**src/inc/disk_port_consts.vh**
```
/*
 Constants for the disk-side bus port: strap weights, phase levels,
 data width and synchroniser depth.
 Assumes inclusion by bare name from the logic files.
*/
`ifndef DISK_PORT_CONSTS_VH
`define DISK_PORT_CONSTS_VH

// ----------------------------------------
// Widths
// ----------------------------------------
`define DATA_W 8
`define ID_W 3
`define SYNC_W 3

// ----------------------------------------
// Target id strap weights (bit index)
// ----------------------------------------
`define ID_BIT_ONE 0
`define ID_BIT_TWO 1
`define ID_BIT_FOUR 2

// ----------------------------------------
// Reset values
// ----------------------------------------
`define ID_RESET 3'h0
`define BYTE_RESET 8'h00
`define PIN_IDLE_N 1'h1

// ----------------------------------------
// Phase line levels (bus side, active low)
// ----------------------------------------
`define DIR_TO_HOST_LVL 1'h0
`define PHASE_DATA_LVL 1'h0

// ----------------------------------------
// Handshake states
// ----------------------------------------
`define ST_IDLE 2'h0
`define ST_ACK 2'h1
`define ST_WAIT_REL 2'h2

`endif

```
**src/logic/disk_bus_port.v**
```verilog
/*
 Disk-side bus port: decodes the target id straps, follows the host's
 direction and phase lines, answers each request with one acknowledge,
 and moves one byte with odd parity per handshake.
 Assumes all bus lines are active low and asynchronous to clk_sys.
*/
// Contract
// - Id from low straps weighted 1,2,4
// - Drive holds one id 0..7
// - Direction low: drive outputs; high: drive accepts
// - Phase low means data, high control
// - Acknowledge only answers an asserted request
`timescale 1ns/10ps
`include "disk_port_consts.vh"

module disk_bus_port #(
   parameter DATA_W = `DATA_W
) (
   // Clock and reset
   input wire clk_sys,
   input wire reset,
   // Target id straps
   input wire id_weight_one_strap_n,
   input wire id_weight_two_strap_n,
   input wire id_weight_four_strap_n,
   // Phase lines
   input wire io_dir_n,
   input wire cd_phase_n,
   // Handshake
   input wire req_n,
   output reg ack_n_ff,
   // Data bus, three-signal form
   input wire [DATA_W-1:0] db_n_in,
   input wire parity_n_in,
   output reg [DATA_W-1:0] db_n_out_ff,
   output reg parity_n_out_ff,
   output reg db_oe_ff,
   // User side
   input wire [DATA_W-1:0] tx_byte,
   output reg [`ID_W-1:0] target_id_ff,
   output reg [DATA_W-1:0] rx_byte_ff,
   output reg rx_is_data_ff,
   output reg rx_valid_ff,
   output reg rx_parity_err_ff,
   output reg tx_taken_ff,
   output reg phase_data_ff
);

   // ----------------------------------------
   // Input synchronisers
   // ----------------------------------------
   localparam N_SYNC = DATA_W + 7;

   wire [N_SYNC-1:0] raw_pins;
   wire [N_SYNC-1:0] sync_pins;

   assign raw_pins = {id_weight_four_strap_n, id_weight_two_strap_n, id_weight_one_strap_n,
                      io_dir_n, cd_phase_n, req_n, parity_n_in, db_n_in};

   genvar gi;
   generate
      for (gi = 0; gi < N_SYNC; gi = gi + 1) begin : g_sync
         pin_sync #(.RESET_VAL(`PIN_IDLE_N)) u_sync (
            .clk_sys(clk_sys),
            .reset(reset),
            .pin_in(raw_pins[gi]),
            .level_ff(sync_pins[gi])
         );
      end
   endgenerate

   wire [DATA_W-1:0] s_db_n;
   wire s_par_n;
   wire s_req_n;
   wire s_cd_n;
   wire s_io_n;
   wire [`ID_W-1:0] s_strap_n;

   assign s_db_n = sync_pins[DATA_W-1:0];
   assign s_par_n = sync_pins[DATA_W];
   assign s_req_n = sync_pins[DATA_W+1];
   assign s_cd_n = sync_pins[DATA_W+2];
   assign s_io_n = sync_pins[DATA_W+3];
   assign s_strap_n = sync_pins[DATA_W+6:DATA_W+4];

   // ----------------------------------------
   // Id decode and phase
   // ----------------------------------------
   // strap weight decode
   wire [`ID_W-1:0] nxt_target_id;
   assign nxt_target_id = ~s_strap_n;

   wire to_host;
   assign to_host = (s_io_n == `DIR_TO_HOST_LVL);

   wire is_data;
   assign is_data = (s_cd_n == `PHASE_DATA_LVL);

   wire [DATA_W-1:0] rx_true;
   wire rx_par_ok;
   wire tx_par;
   assign rx_true = ~s_db_n;
   assign rx_par_ok = ^{rx_true, ~s_par_n};
   assign tx_par = ~(^tx_byte);

   // ----------------------------------------
   // Handshake state machine
   // ----------------------------------------
   reg [1:0] state_ff;
   reg [1:0] nxt_state;

   always @* begin
      nxt_state = state_ff;
      case (state_ff)
         `ST_IDLE: begin
            if (!s_req_n) begin
               nxt_state = `ST_ACK;
            end
         end
         `ST_ACK: begin
            if (s_req_n) begin
               nxt_state = `ST_IDLE;
            end
         end
         default: begin
            nxt_state = `ST_IDLE;
         end
      endcase
   end

   always @(posedge clk_sys or posedge reset) begin
      if (reset) begin
         state_ff <= `ST_IDLE;
         ack_n_ff <= `PIN_IDLE_N;
         db_n_out_ff <= {DATA_W{`PIN_IDLE_N}};
         parity_n_out_ff <= `PIN_IDLE_N;
         db_oe_ff <= 1'b0;
         target_id_ff <= `ID_RESET;
         rx_byte_ff <= `BYTE_RESET;
         rx_is_data_ff <= 1'b0;
         rx_valid_ff <= 1'b0;
         rx_parity_err_ff <= 1'b0;
         tx_taken_ff <= 1'b0;
         phase_data_ff <= 1'b0;
      end else begin
         state_ff <= nxt_state;
         target_id_ff <= nxt_target_id;
         phase_data_ff <= is_data;
         db_oe_ff <= to_host;
         rx_valid_ff <= 1'b0;
         tx_taken_ff <= 1'b0;
         if (state_ff == `ST_IDLE && !s_req_n) begin
            if (to_host) begin
               db_n_out_ff <= ~tx_byte;
               parity_n_out_ff <= ~tx_par;
               tx_taken_ff <= 1'b1;
            end else begin
               rx_byte_ff <= rx_true;
               rx_is_data_ff <= is_data;
               rx_parity_err_ff <= ~rx_par_ok;
               rx_valid_ff <= 1'b1;
            end
         end
         ack_n_ff <= (nxt_state == `ST_ACK) ? 1'b0 : `PIN_IDLE_N;
      end
   end

endmodule

```
**src/logic/pin_sync.v**
```verilog
/*
 Three-stage synchroniser for one pin; a change is accepted once the
 second and third stages agree.
 Assumes an asynchronous input and clk_sys at 100 MHz.
*/
`timescale 1ns/10ps
`include "disk_port_consts.vh"

module pin_sync #(
   parameter [0:0] RESET_VAL = 1'b1
) (
   // Clock and reset
   input wire clk_sys,
   input wire reset,
   // Pin and filtered level
   input wire pin_in,
   output reg level_ff
);

   reg [`SYNC_W-1:0] stage_ff;

   // ----------------------------------------
   // Sync chain and agreement filter
   // ----------------------------------------
   always @(posedge clk_sys or posedge reset) begin
      if (reset) begin
         stage_ff <= {`SYNC_W{RESET_VAL}};
         level_ff <= RESET_VAL;
      end else begin
         stage_ff <= {stage_ff[`SYNC_W-2:0], pin_in};
         if (stage_ff[1] == stage_ff[2]) begin
            level_ff <= stage_ff[2];
         end
      end
   end

endmodule

```
**config.mk**
```make
export PLATFORM = sky130hd
export DESIGN_NAME = disk_bus_port
export DESIGN_NICKNAME = d
export VERILOG_FILES = /design/src/logic/disk_bus_port.v /design/src/logic/pin_sync.v
export VERILOG_INCLUDE_DIRS = /design/src /design/src/inc
export SDC_FILE = /design/constraint.sdc
export NUM_CORES = 1
export LEC_CHECK = 0
export BUFFER_PORTS_ARGS = -buffer_cell sky130_fd_sc_hd__clkbuf_2
export CAP_MARGIN = 20
export CORE_ASPECT_RATIO = 2
export CORE_MARGIN = 8
export CORE_UTILIZATION = 45
export CTS_BUF_LIST = sky130_fd_sc_hd__clkbuf_16
export DETAILED_ROUTE_END_ITERATION = 7
export GPL_ROUTABILITY_DRIVEN = 0
export PLACE_DENSITY = 0.71
export SLEW_MARGIN = 40
export SYNTH_ARGS = -nofsm -noshare
export SYNTH_HDL_FRONTEND = slang
export SYNTH_SLANG_ARGS = --single-unit
```
**constraint.sdc**
```tcl
create_clock -name clk_sys -period 4.3 [get_ports clk_sys]
set_clock_uncertainty 0.1 [all_clocks]
set_input_delay 0.43 -clock clk_sys [delete_from_list [all_inputs] [get_ports clk_sys]]
set_output_delay 0.43 -clock clk_sys [all_outputs]
set_load 0.01 [all_outputs]
```
==> out/metrics.yaml <==
timing.final.max_slew_violations: 0
syn_nets: 198
met1_length_mm: 1.54
cts_buffer_depth: 2
drc_errors: 0
final_common_cell: "dfstp_2"
fillCellCount: 566
worstSetupPathType: "reg -> reg"
dp_cells: 307
rows: 41
cts.sinks: 89
ys_types: 18
grt_max_degree: 56
area_delta_synth_final_pct: 20.3
timing.final.crit_share_pct: 40.3
min-delay-path-class: "in -> async"
synthesis.area_um2: 2900
die_w_um: 72.7
cts_hold_buf: 0
dp_hpwl_mm: 2.89
num_vias: 1416
drv_cap: 0
ys_async_sr_fraction_pct: 100
clock_latency_ns: 0.32
dr_wl_met3_um: 260
finalHoldViolCount: 0
grt.total_usage_pct: 9.92
crit_required_ns: 4.44
avgSynthCellArea_um2: 16.7
synth_top_area_cell: "dfstp_2"
tightest_slew_ns: 0.791
status: "complete, no violations"
power.total_mw: 1.91
diodes: 0
grt_pass1_wl_mm: 6.96
r2r_end: "parity_n_out_ff"
htree_levels: 3
critPathLaunch: "state_ff[1]"
rsz0062_at_grt: "false"
synthTopCellsByArea: "dfstp_2 64%, dfrtp_1 16%, maj3_1 5.2%"
postRouteAntennaNets: 0
p_leak_nw: 1.56
die_y_um: 129
yosys_most_used_dff: "dfstp_2"
r2r-start: "state_ff[1]"
pin_count: 52
rrSetupSlack_ns: 2.57
first_global_vias: 1551
cts_resized: 0
synth-edff-count: 0
start_util_pct: 46.3
peakVddDrop_mv: 0.260
dr_wl_met2_mm: 2.07
cp-end-kind: "flop"
drive_gt1_share_pct: 59.9
fin_tns_setup_ns: 0
drtPass1Iterations: 4
topRoutingLayerUsed: "met4"
layout.nets: 257
start_kind: "flop"
fin_ws_ns: 2.57
overflow: 0
stdcell_count: 323
cp_max_fo: 19
powerDensity_nw_per_um2: 549
cts_tree: "done"
routed_wl_mm: 4.05
vias_per_cell: 4.38
grt_antenna_before_repair: 0
dieArea_um2: 9410
rr_worst_depth: 3
yosysWarningCount: 0
max-slew-margin-rel_pct: 47.3
drt_iter0_markers: 93
post_cts_buffers: 0
detail_route.wl_per_cell_um: 12.5
cts_root_buf: "clkbuf_16"
core_area_um2: 6260
port_buffers: 51
synthCells: 173
synth_seq_cells: 89
synth_top_area_share_pct: 63.5
design_area_um2: 3480
pre_cts_ws_ns: 2.55
place_area_um2: 3230
cp-endpoint: "parity_n_out_ff"
yosysSeqAreaShare_pct: 79.9
cts_buffers: 9
setup_viol: 0
clkTransAtPathRegs_ns: 0.06
fmax_ghz: 0.577
final_cell_mix: "70 x dfstp_2, 51 x clkbuf_2, 19 x dfrtp_1"
cp.arrival_ns: 1.87
period_minus_slack_ns: 1.73
## layer usage
| layer | global-route usage (%) | up-vias |
|---|---|---|
| met1 | 10.3 | 689 |
| met5 | 0 | - |
| met3 | 3.48 | 15 |
| li1 | - | 672 |
| met2 | 15.2 | 40 |
| met4 | 8.91 | 0 |
## worst max-delay path, stage by stage (launching register included)
cell,delay (ns)
dfrtp_1,0.36
or2_4,0.25
or3_1,0.64
o21ai_0,0.29
## state kept, by name (all words and copies together), names as in the netlist, 2 cells and up
signal and count:
target_id_ff 3, db_n_out_ff 8, g_sync.u_sync.stage_ff 45, state_ff 2, g_sync.u_sync.level_ff 15, rx_byte_ff 8
## worst min path at each step
stage	start	endpoint	slack, ns	cells after the start
floorplan	g_sync[0].u_sync.stage_ff[0]	g_sync[0].u_sync.stage_ff[1]	0.25	0
global placement	g_sync[6].u_sync.stage_ff[0]	g_sync[6].u_sync.stage_ff[1]	0.25	0
detailed placement	g_sync[8].u_sync.stage_ff[0]	g_sync[8].u_sync.stage_ff[1]	0.25	0
CTS	reset	target_id_ff[0]	0.03	2
global route	reset	target_id_ff[2]	0.06	2
finish	reset	target_id_ff[2]	0.02	2
## cell usage after synthesis, drive strengths merged, types with 2 or more instances
cell type and n:
dfstp 70, dfrtp 19, nand2 19, o21ai 19
maj3 15, xnor2 11, inv 9, buf 3
or3 2, xor2 2
## per-stage QoR
stage	utilization (%)	hold WS [ns]
3_5_place_dp	51.6	0.247
6_report	55.6	0.0210
3_3_place_gp	51.6	0.245
4_1_cts	55.6	0.0297
5_1_grt	55.6	0.0603
2_1_floorplan	-	0.245
## power by group
part           leakage (nW)  internal, mW  switching, mW
clock                 0.137         0.376          0.270
combinational         0.454         0.109          0.129
sequential            0.970         0.980         0.0487
total                  1.56          1.47          0.448
## kinds of logic after synthesis
logic type	synth area share (%)
adders and majority gates	5.19
buffers and inverters	2.42
and+or+nand+nor	3.28
other	0.130
xor gates and xnor gates	4.71
DFF	79.9
AOI/OAI and AO/OA	4.32
## cell type report
class                           instances  area, um^2  share of cell area, %
Multi-Input combinational cell         71         510                   14.7
Clock buffer                            9         225                   6.47
Timing Repair Buffer                   52         263                   7.55
Tap cell                               86         108                   3.09
Sequential cell                        89        2310                   66.5
Clock inverter                          7        26.3                  0.755
Inverter                                9        35.0                   1.01
No activity file was read; power rests on OpenSTA's default activity.
